`src/core/bic_pkg.sv`:
```
package bic_pkg;

    // Register offsets on the plain register port
    localparam logic [2:0] ADDR_CTRL_ONE = 3'h0;
    localparam logic [2:0] ADDR_CTRL_TWO = 3'h1;
    localparam logic [2:0] ADDR_DATA = 3'h2;
    localparam logic [2:0] ADDR_STATUS = 3'h3;
    localparam logic [2:0] ADDR_PORT = 3'h4;
    localparam logic [2:0] ADDR_PIN_LEVEL = 3'h5;

    // bus_interface_control_one fields
    localparam int C1_STOP_IE = 0;
    localparam int C1_WAIT_EN = 1;
    localparam int C1_SDA_OVR = 2;
    localparam int C1_SCL_OVR = 3;
    localparam int C1_SDA_MON = 4;
    localparam int C1_SCL_MON = 5;
    localparam int C1_LO0 = 6;
    localparam int C1_LO1 = 7;

    // bus_interface_control_two fields
    localparam int C2_ACK_BIT = 0;
    localparam int C2_ACK_CLK = 1;
    localparam int C2_TRANSMIT = 2;
    localparam int C2_HI0 = 3;
    localparam int C2_HI2 = 5;
    localparam int C2_SRC_SEL = 6;
    localparam int C2_ENABLE = 7;

    // Port register fields
    localparam int PORT_LATCH0 = 0;
    localparam int PORT_LATCH1 = 1;
    localparam int PORT_DIR0 = 2;
    localparam int PORT_DIR1 = 3;

    // Values after reset
    localparam logic [7:0] CTRL_ONE_RST = 8'h00;
    localparam logic [7:0] CTRL_TWO_RST = 8'h00;
    localparam logic [7:0] PORT_RST = 8'h00;
    localparam logic [7:0] DATA_RST = 8'h00;

    // Bit counts
    localparam logic [3:0] BITS_PER_BYTE = 4'h8;

    // Divider select codes
    localparam logic [1:0] LO_DIV_2 = 2'h0;
    localparam logic [1:0] LO_DIV_4 = 2'h1;
    localparam logic [1:0] LO_DIV_8 = 2'h2;
    localparam logic [2:0] HI_LOW_SET = 3'h0;
    localparam logic [2:0] HI_DIV_2_5 = 3'h1;
    localparam logic [2:0] HI_DIV_3 = 3'h2;
    localparam logic [2:0] HI_DIV_5 = 3'h3;
    localparam logic [2:0] HI_DIV_6 = 3'h4;

    // Divider terminal counts (period minus one, in source ticks)
    localparam logic [2:0] TERM_2 = 3'h1;
    localparam logic [2:0] TERM_3 = 3'h2;
    localparam logic [2:0] TERM_4 = 3'h3;
    localparam logic [2:0] TERM_5 = 3'h4;
    localparam logic [2:0] TERM_6 = 3'h5;
    localparam logic [2:0] TERM_8 = 3'h7;

    typedef struct packed {
        logic out;
        logic oe;
    } bic_pin_drv_t;

    typedef struct packed {
        logic [2:0] hi;
        logic [1:0] lo;
    } bic_div_sel_t;

    typedef enum logic [1:0] {
        ST_IDLE,
        ST_BITS,
        ST_ACK
    } bic_state_t;

endpackage

```
`src/core/bic_clk_div.sv`:
```
`timescale 1ns/100ps
module bic_clk_div (
    input wire logic sys_clk,
    input wire logic srst,
    input wire logic run,
    input wire logic src_sel,
    input wire bic_pkg::bic_div_sel_t div_sel,
    output logic tick
);
    logic src_phase;
    logic half_alt;
    logic [2:0] cnt;
    wire src_tick;
    wire [2:0] term;

    // Source select 0 takes every cycle, 1 every second cycle
    assign src_tick = !src_sel || src_phase;

    // Ratio 1/2.5 alternates periods of 2 and 3 source ticks
    assign term = (div_sel.hi == bic_pkg::HI_DIV_2_5) ? (half_alt ? bic_pkg::TERM_3
                                                                   : bic_pkg::TERM_2) :
                  (div_sel.hi == bic_pkg::HI_DIV_3) ? bic_pkg::TERM_3 :
                  (div_sel.hi == bic_pkg::HI_DIV_5) ? bic_pkg::TERM_5 :
                  (div_sel.hi == bic_pkg::HI_DIV_6) ? bic_pkg::TERM_6 :
                  (div_sel.lo == bic_pkg::LO_DIV_4) ? bic_pkg::TERM_4 :
                  (div_sel.lo == bic_pkg::LO_DIV_8) ? bic_pkg::TERM_8 :
                  bic_pkg::TERM_2;

    always_ff @(posedge sys_clk) begin
        if (srst || !run) begin
            src_phase <= 1'b0;
            half_alt <= 1'b0;
            cnt <= 3'h0;
            tick <= 1'b0;
        end else begin
            src_phase <= ~src_phase;
            tick <= 1'b0;
            if (src_tick) begin
                if (cnt >= term) begin
                    cnt <= 3'h0;
                    tick <= 1'b1;
                    half_alt <= ~half_alt;
                end else begin
                    cnt <= cnt + 3'h1;
                end
            end
        end
    end
endmodule

```
`src/core/bic_ctrl_one.sv`:
```
`timescale 1ns/100ps
module bic_ctrl_one (
    input wire logic sys_clk,
    input wire logic srst,
    input wire logic [2:0] reg_addr,
    input wire logic [7:0] reg_wdata,
    input wire logic reg_wr,
    input wire logic reg_rd,
    output logic [7:0] reg_rdata,
    input wire logic sda_in,
    input wire logic scl_in,
    output bic_pkg::bic_pin_drv_t sda_drv,
    output bic_pkg::bic_pin_drv_t scl_drv,
    input wire logic wait_mode,
    input wire logic stop_mode,
    input wire logic low_power_mode,
    input wire logic stop_clock_in_wait,
    output logic bus_irq
);
    logic [7:0] ctrl_one;
    logic [7:0] ctrl_two;
    logic [7:0] port_reg;
    logic [7:0] shift;
    logic [3:0] bit_cnt;
    logic pending;
    logic wait_flag;
    logic addr_phase;
    logic sda_int;
    logic scl_int;
    bic_pkg::bic_state_t state;

    logic sda_s1;
    logic sda_s2;
    logic scl_s1;
    logic scl_s2;
    logic sda_q;
    logic scl_q;
    logic tick;

    logic [7:0] next_shift;
    logic [3:0] next_bit_cnt;
    logic next_pending;
    logic next_wait_flag;
    logic next_addr_phase;
    logic next_sda_int;
    logic next_irq;
    bic_pkg::bic_state_t next_state;

    wire wr_c1;
    wire wr_c2;
    wire wr_data;
    wire wr_port;
    wire enable;
    wire stop_ie;
    wire wait_en;
    wire sda_ovr;
    wire scl_ovr;
    wire ack_clk;
    wire ack_bit;
    wire transmit;
    wire run;
    wire scl_fall;
    wire scl_rise;
    wire start_det;
    wire stop_det;
    wire rx_wait_ok;
    wire [7:0] c1_view;
    wire [7:0] status_view;
    wire [7:0] next_rdata;
    bic_pkg::bic_div_sel_t div_sel;
    bic_pkg::bic_pin_drv_t next_sda_drv;
    bic_pkg::bic_pin_drv_t next_scl_drv;

    // Register write decode
    assign wr_c1 = reg_wr && (reg_addr == bic_pkg::ADDR_CTRL_ONE);
    assign wr_c2 = reg_wr && (reg_addr == bic_pkg::ADDR_CTRL_TWO);
    assign wr_data = reg_wr && (reg_addr == bic_pkg::ADDR_DATA);
    assign wr_port = reg_wr && (reg_addr == bic_pkg::ADDR_PORT);

    assign enable = ctrl_two[bic_pkg::C2_ENABLE];
    assign stop_ie = ctrl_one[bic_pkg::C1_STOP_IE];
    assign wait_en = ctrl_one[bic_pkg::C1_WAIT_EN];
    assign sda_ovr = ctrl_one[bic_pkg::C1_SDA_OVR];
    assign scl_ovr = ctrl_one[bic_pkg::C1_SCL_OVR];
    assign ack_clk = ctrl_two[bic_pkg::C2_ACK_CLK];
    assign ack_bit = ctrl_two[bic_pkg::C2_ACK_BIT];
    assign transmit = ctrl_two[bic_pkg::C2_TRANSMIT];

    // Divider select: upper three bits in control two, lower two in control one
    assign div_sel = {ctrl_two[bic_pkg::C2_HI2:bic_pkg::C2_HI0],
                      ctrl_one[bic_pkg::C1_LO1], ctrl_one[bic_pkg::C1_LO0]};

    // Interface clock stops in stop and low-power modes, and in wait mode if gated
    assign run = enable && !stop_mode && !low_power_mode
                 && !(wait_mode && stop_clock_in_wait);

    bic_clk_div u_div (
        .sys_clk(sys_clk),
        .srst(srst),
        .run(run),
        .src_sel(ctrl_two[bic_pkg::C2_SRC_SEL]),
        .div_sel(div_sel),
        .tick(tick)
    );

    // Bus events seen at the divided rate
    assign scl_fall = tick && scl_q && !scl_s2;
    assign scl_rise = tick && !scl_q && scl_s2;
    assign start_det = tick && scl_q && scl_s2 && sda_q && !sda_s2;
    assign stop_det = tick && scl_q && scl_s2 && !sda_q && sda_s2;

    // Early wait only for received data bytes, never address or transmit
    assign rx_wait_ok = wait_en && ack_clk && !transmit && !addr_phase;

    always_comb begin
        next_shift = shift;
        next_bit_cnt = bit_cnt;
        next_pending = pending;
        next_wait_flag = wait_flag;
        next_addr_phase = addr_phase;
        next_sda_int = sda_int;
        next_irq = 1'b0;
        next_state = state;
        if (!enable) begin
            next_pending = 1'b1;
            next_wait_flag = 1'b0;
            next_addr_phase = 1'b0;
            next_bit_cnt = 4'h0;
            next_sda_int = 1'b1;
            next_state = bic_pkg::ST_IDLE;
        end else begin
            // Byte-end clears of pending below take priority over these sets
            if (wr_data) begin
                next_pending = 1'b1;
                next_shift = reg_wdata;
                if (!transmit && !addr_phase) begin
                    next_wait_flag = 1'b1;
                end
            end
            if (wr_c2) begin
                next_wait_flag = 1'b0;
                if (wait_en && wait_flag) begin
                    next_pending = 1'b1;
                end
            end
            // A START clears the wait flag even over a same-cycle data write
            if (start_det) begin
                next_state = bic_pkg::ST_BITS;
                next_bit_cnt = 4'h0;
                next_addr_phase = 1'b1;
                next_wait_flag = 1'b0;
                next_sda_int = 1'b1;
            end else if (stop_det) begin
                next_state = bic_pkg::ST_IDLE;
                next_bit_cnt = 4'h0;
                next_addr_phase = 1'b0;
                next_sda_int = 1'b1;
                if (stop_ie) begin
                    next_irq = 1'b1;
                end
            end else if (scl_rise && state == bic_pkg::ST_BITS) begin
                next_bit_cnt = bit_cnt + 4'h1;
                if (!transmit) begin
                    next_shift = {shift[6:0], sda_s2};
                end
            end else if (scl_fall && state == bic_pkg::ST_BITS) begin
                if (bit_cnt == bic_pkg::BITS_PER_BYTE) begin
                    if (!ack_clk) begin
                        next_pending = 1'b0;
                        next_irq = 1'b1;
                        next_bit_cnt = 4'h0;
                        next_addr_phase = 1'b0;
                        next_sda_int = 1'b1;
                    end else begin
                        next_state = bic_pkg::ST_ACK;
                        next_sda_int = transmit ? 1'b1 : ack_bit;
                        if (rx_wait_ok && wait_flag) begin
                            next_pending = 1'b0;
                            next_irq = 1'b1;
                        end
                    end
                end else if (transmit) begin
                    next_sda_int = shift[3'h7 - bit_cnt[2:0]];
                end
            end else if (scl_fall && state == bic_pkg::ST_ACK) begin
                next_state = bic_pkg::ST_BITS;
                next_bit_cnt = 4'h0;
                next_addr_phase = 1'b0;
                next_sda_int = 1'b1;
                next_pending = 1'b0;
                next_irq = 1'b1;
            end
        end
    end

    // Pin function: port, bus, or bus input with port latch driving the line
    always_comb begin
        if (!enable) begin
            next_sda_drv.out = port_reg[bic_pkg::PORT_LATCH0];
            next_sda_drv.oe = port_reg[bic_pkg::PORT_DIR0];
            next_scl_drv.out = port_reg[bic_pkg::PORT_LATCH1];
            next_scl_drv.oe = port_reg[bic_pkg::PORT_DIR1];
        end else begin
            // Open drain on the bus: pull low or release
            next_sda_drv.out = 1'b0;
            next_scl_drv.out = 1'b0;
            if (sda_ovr) begin
                next_sda_drv.oe = !port_reg[bic_pkg::PORT_LATCH0];
            end else begin
                next_sda_drv.oe = !sda_int;
            end
            if (scl_ovr) begin
                next_scl_drv.oe = !port_reg[bic_pkg::PORT_LATCH1];
            end else begin
                next_scl_drv.oe = !scl_int;
            end
        end
    end

    // Read views
    assign c1_view = {ctrl_one[bic_pkg::C1_LO1], ctrl_one[bic_pkg::C1_LO0],
                      scl_int, sda_int,
                      scl_ovr, sda_ovr, wait_flag, stop_ie};
    assign status_view = {1'b0, state == bic_pkg::ST_ACK, bit_cnt[3:0],
                          addr_phase, pending};
    assign next_rdata = !reg_rd ? 8'h00 :
                        (reg_addr == bic_pkg::ADDR_CTRL_ONE) ? c1_view :
                        (reg_addr == bic_pkg::ADDR_CTRL_TWO) ? ctrl_two :
                        (reg_addr == bic_pkg::ADDR_DATA) ? shift :
                        (reg_addr == bic_pkg::ADDR_STATUS) ? status_view :
                        (reg_addr == bic_pkg::ADDR_PORT) ? port_reg :
                        (reg_addr == bic_pkg::ADDR_PIN_LEVEL) ? {6'h00, scl_s2, sda_s2} :
                        8'h00;

    // Pin synchronisers run every cycle
    always_ff @(posedge sys_clk) begin
        if (srst) begin
            sda_s1 <= 1'b1;
            sda_s2 <= 1'b1;
            scl_s1 <= 1'b1;
            scl_s2 <= 1'b1;
        end else begin
            sda_s1 <= sda_in;
            sda_s2 <= sda_s1;
            scl_s1 <= scl_in;
            scl_s2 <= scl_s1;
        end
    end

    // Line levels sampled at the divided rate for edge detection
    // While halted they follow the lines, so a restart sees no stale edge
    always_ff @(posedge sys_clk) begin
        if (srst) begin
            sda_q <= 1'b1;
            scl_q <= 1'b1;
        end else if (tick || !run) begin
            sda_q <= sda_s2;
            scl_q <= scl_s2;
        end
    end

    // Software registers; monitor bits and wait read-back are not stored
    always_ff @(posedge sys_clk) begin
        if (srst) begin
            ctrl_one <= bic_pkg::CTRL_ONE_RST;
            ctrl_two <= bic_pkg::CTRL_TWO_RST;
            port_reg <= bic_pkg::PORT_RST;
        end else begin
            if (wr_c1) begin
                ctrl_one <= reg_wdata & 8'hCF;
            end
            if (wr_c2) begin
                ctrl_two <= reg_wdata;
            end
            if (wr_port) begin
                port_reg <= reg_wdata & 8'h0F;
            end
        end
    end

    // Transfer engine state
    always_ff @(posedge sys_clk) begin
        if (srst) begin
            state <= bic_pkg::ST_IDLE;
            shift <= bic_pkg::DATA_RST;
            bit_cnt <= 4'h0;
            pending <= 1'b1;
            wait_flag <= 1'b0;
            addr_phase <= 1'b0;
            sda_int <= 1'b1;
            scl_int <= 1'b1;
            bus_irq <= 1'b0;
        end else begin
            state <= next_state;
            shift <= next_shift;
            bit_cnt <= next_bit_cnt;
            pending <= next_pending;
            wait_flag <= next_wait_flag;
            addr_phase <= next_addr_phase;
            sda_int <= next_sda_int;
            // Clock line stays low until software sets pending again
            scl_int <= next_pending || !enable;
            bus_irq <= next_irq;
        end
    end

    // Registered outputs
    always_ff @(posedge sys_clk) begin
        if (srst) begin
            sda_drv <= '0;
            scl_drv <= '0;
            reg_rdata <= 8'h00;
        end else begin
            sda_drv <= next_sda_drv;
            scl_drv <= next_scl_drv;
            reg_rdata <= next_rdata;
        end
    end
endmodule

```
`config.mk`:
```
export PLATFORM = sky130hd
export DESIGN_NAME = bic_ctrl_one
export DESIGN_NICKNAME = d
export VERILOG_FILES = /design/src/core/bic_pkg.sv /design/src/core/bic_clk_div.sv /design/src/core/bic_ctrl_one.sv
export SDC_FILE = /design/constraint.sdc
export NUM_CORES = 1
export LEC_CHECK = 0
export ABC_CLOCK_PERIOD_IN_PS = 3150
export BUFFER_PORTS_ARGS = -buffer_cell sky130_fd_sc_hd__buf_2
export CORE_ASPECT_RATIO = 0.8
export CORE_MARGIN = 2
export CORE_UTILIZATION = 26
export DETAILED_ROUTE_END_ITERATION = 10
export SKIP_LAST_GASP = 1
export SYNTH_ARGS = -nofsm -noshare
export SYNTH_HDL_FRONTEND = slang
export SYNTH_SLANG_ARGS = --single-unit
export TNS_END_PERCENT = 5
```
`constraint.sdc`:
```
create_clock -name sys_clk -period 3.15 [get_ports sys_clk]
set_input_delay 0.7875 -clock sys_clk [delete_from_list [all_inputs] [get_ports sys_clk]]
set_output_delay 0.7875 -clock sys_clk [all_outputs]
set_load 0.005 [all_outputs]
```
==> metrics.md <==
| Metric | Value |
|---|---|
| Status | `finished clean` |
| Number of gates resized after cts | `0` |
| Diode count | `0` |
| Worst-path fanout max | `13` |
| Tcrit/Tclk final | `65.8%` |
| Clk_lat worst skew | `0.33 ns` |
| Yosys warns | `0` |
| Row cnt | `35` |
| Cells after Synth | `337` |
| Clock Skew | `0.00528 ns` |
| Largest regs | `ctrl_two x8, reg_rdata x8, shift x8` |
| Total power per unit cell area | `521 mW/mm²` |
| Num Clock Sinks | `61` |
| Mean Syn Cell Area | `9.02 µm²` |
| H-tree levels | `3` |
| Hpwl dp | `5.58 mm` |
| Hold path depth | `1` |
| FMAX | `0.483 GHz` |
| Seq/Total Area, Yosys | `40.2%` |
| Asr flop ratio synth | `0%` |
| Clock slew at reported path FFs | `0.05 ns` |
| Main synth FF type | `dfxtp_1` |
| Critical path class | `primary input to register` |
| Input/output buffers | `33` |
| CTS Buffer Depth | `2` |
| #FFs+latches synth | `61` |
| Ports | `34` |
| Nets@finish | `391` |
| Via count | `2552` |
| Placed cell areas | `0.00328 mm²` |
| Slew Limit Fails | `0` |
| Routed length per instance | `14.9 µm` |
| Hold-fix buffers at CTS | `0` |
| DRC errors left | `0` |
| DIE AREA | `0.0126 mm²` |
| Area of the core | `0.0115 mm²` |
| Global-route total usage across every layer | `12.6%` |
| Clock power share | `51.9%` |
| Unique cell type count in the Yosys netlist | `48` |
| Synthesized cell area | `0.00304 mm²` |
| Vias in the first global route | `2365` |
| Syn Nets | `365` |
| Final wirelength | `7.67 mm` |
| Internal | `1.45 mW` |
| Crit start category | `primary input` |
| GRT overflow | `0` |
| Hold Crit Class | `register to register` |
| Number of flops mapped to enable cells by yosys | `0` |
| Worst vdd ir | `0.000336 V` |
| Worst Path Required | `3.36 ns` |
| Logic pwr share | `5.5%` |
| Final hold vios | `0` |
| Worst EP arrival | `2.28 ns` |
| First-pass GRT wire length | `12.4 mm` |
| Post-Route Setup TNS | `0 ns` |
| Worst Reg-to-Reg Cells | `9` |
| Final GP Congestion | `0.880` |
| Share of layout cells above drive strength 1 | `17.9%` |
| Relative slew slack | `44.2%` |
| Die width | `125 µm` |
| CTS tree | `yes` |
| MaxCap Viol Count | `0` |
| CTS root buf | `clkbuf_16` |
| Seq pwr share | `42.7%` |
| Net Sw Frac | `22.0%` |
| Pleak | `1.29 nW` |
| Syn-to-layout area delta | `17.7%` |
| Crit end category | `register` |
| Antenna violations before repair | `0` |
| Largest net degree at the start of global routing | `39` |
| 1st-iter DRT viols | `230` |
| Final ANT Viol Nets | `0` |
| Setup bufs post-CTS | `0` |
| RSZ-0062 raised after global routing | `no` |
| Worst-Margin Slew | `0.831 ns` |
| Finished Cell Area | `0.00358 mm²` |
| Router iterations before antenna repair | `5` |
| Initial Util | `26.5%` |
| Setup violations, final | `0` |
| Num CTS Buffers | `9` |
| Die Ht | `101 µm` |
| NetSw | `0.409 mW` |
| Fin crit period | `2.07 ns` |
| Vias/cell | `4.95` |
-- layer usage --
layer  global-route usage, %  wire length [µm]
met1                    17.4              3750
met4                    4.19                61
met2                    18.7              3330
met5                       0                 0
met3                    4.03               529
-- synth_stat cells, types with 3 or more instances --
cell	count	area [µm²]
nand3b_1	4	30.0
o2111ai_1	4	35.0
nor2_1	50	188
nand2_1	27	101
ha_1	7	87.6
or2_2	5	31.3
o22ai_1	10	62.6
mux2i_1	25	250
a21oi_1	26	130
dfxtp_1	61	1220
mux4_2	7	158
buf_2	4	20.0
inv_1	12	45.0
a21boi_0	3	22.5
nand3_1	9	45.0
nor3_1	7	35.0
clkbuf_1	8	30.0
nand2b_1	8	50.1
o21ai_0	7	35.0
buf_6	4	45.0
a211oi_1	5	37.5
xor2_1	3	26.3
nor2b_1	7	43.8
-- logic make-up (layout without fill, tap and decap cells) --
family,Yosys count,count (layout),synth area share [%]
AND/OR/NAND/NOR,133,133,22.8
flip-flops,61,61,40.2
AO/OA/AOI/OAI,68,68,14.0
adder cells (fa/ha/maj),7,7,2.88
XOR/XNOR,5,5,1.44
multiplexers,32,32,13.4
buffers and inverters,31,62,5.23
-- worst max-delay path: stages --
cell and delay (ns):
buf_2 0.16, inv_1 0.31, and4_1 0.70, mux2i_1 0.27, nor2_1 0.05
-- through the flow --
stage	std cells	hold slack [ns]	setup slack [ns]	util, %	total power [mW]
2_1_floorplan	337	0.383	1.17	-	0.878
3_3_place_gp	500	0.393	0.805	28.6	0.910
3_5_place_dp	500	0.397	0.760	28.6	0.911
4_1_cts	516	0.403	1.11	31.2	1.89
5_1_grt	516	0.416	0.948	31.2	1.93
6_report	516	0.402	1.08	31.2	1.86
-- area by class of cell --
| class | instances | area [µm²] |
|---|---|---|
| clock buffers | 11 | 243 |
| multi-input cells | 245 | 1660 |
| flip-flops and latches | 61 | 1220 |
| inverters | 12 | 45.0 |
| repair buffers | 34 | 173 |
| well taps | 148 | 185 |
| fillers | 1211 | 7900 |
| clock inverters | 5 | 50.0 |
-- worst paths after layout --
| kind | from | end | slack (ns) |
|---|---|---|---|
| worst min-delay path | u_div.src_phase | u_div.src_phase | 0.40 |
| worst max register to register | ctrl_one[6] | u_div.tick | 1.19 |
| worst min register to register | u_div.src_phase | u_div.src_phase | 0.40 |
| worst max-delay path | reg_addr[2] | ctrl_two[0] | 1.08 |
-- layout by cell type (no fill, tap or decap), drive strengths merged, types with 2 or more instances in the layout --
cell	count
a211oi	5
a21boi	3
a21oi	26
a221oi	2
a31oi	2
and2	2
and3	2
buf	34
clkbuf	11
clkinv	4
dfxtp	61
ha	7
inv	12
mux2i	25
mux4	7
nand2	27
nand2b	8
nand3	9
nand3b	4
nor2	50
nor2b	7
nor3	7
nor3b	2
nor4b	2
o2111ai	4
o21ai	9
o22ai	10
or2	5
xnor2	2
xor2	3
-- power groups by stage --
stage / Combinational, mW / Sequential [mW] / Clock [mW]
finish: 0.102 / 0.795 / 0.966
global route: 0.113 / 0.795 / 1.03
detailed placement: 0.101 / 0.810 / 0
floorplan: 0.0724 / 0.806 / 0
CTS: 0.102 / 0.794 / 0.990
global placement: 0.100 / 0.810 / 0
Note: power is estimated with default switching activity, not from simulation.
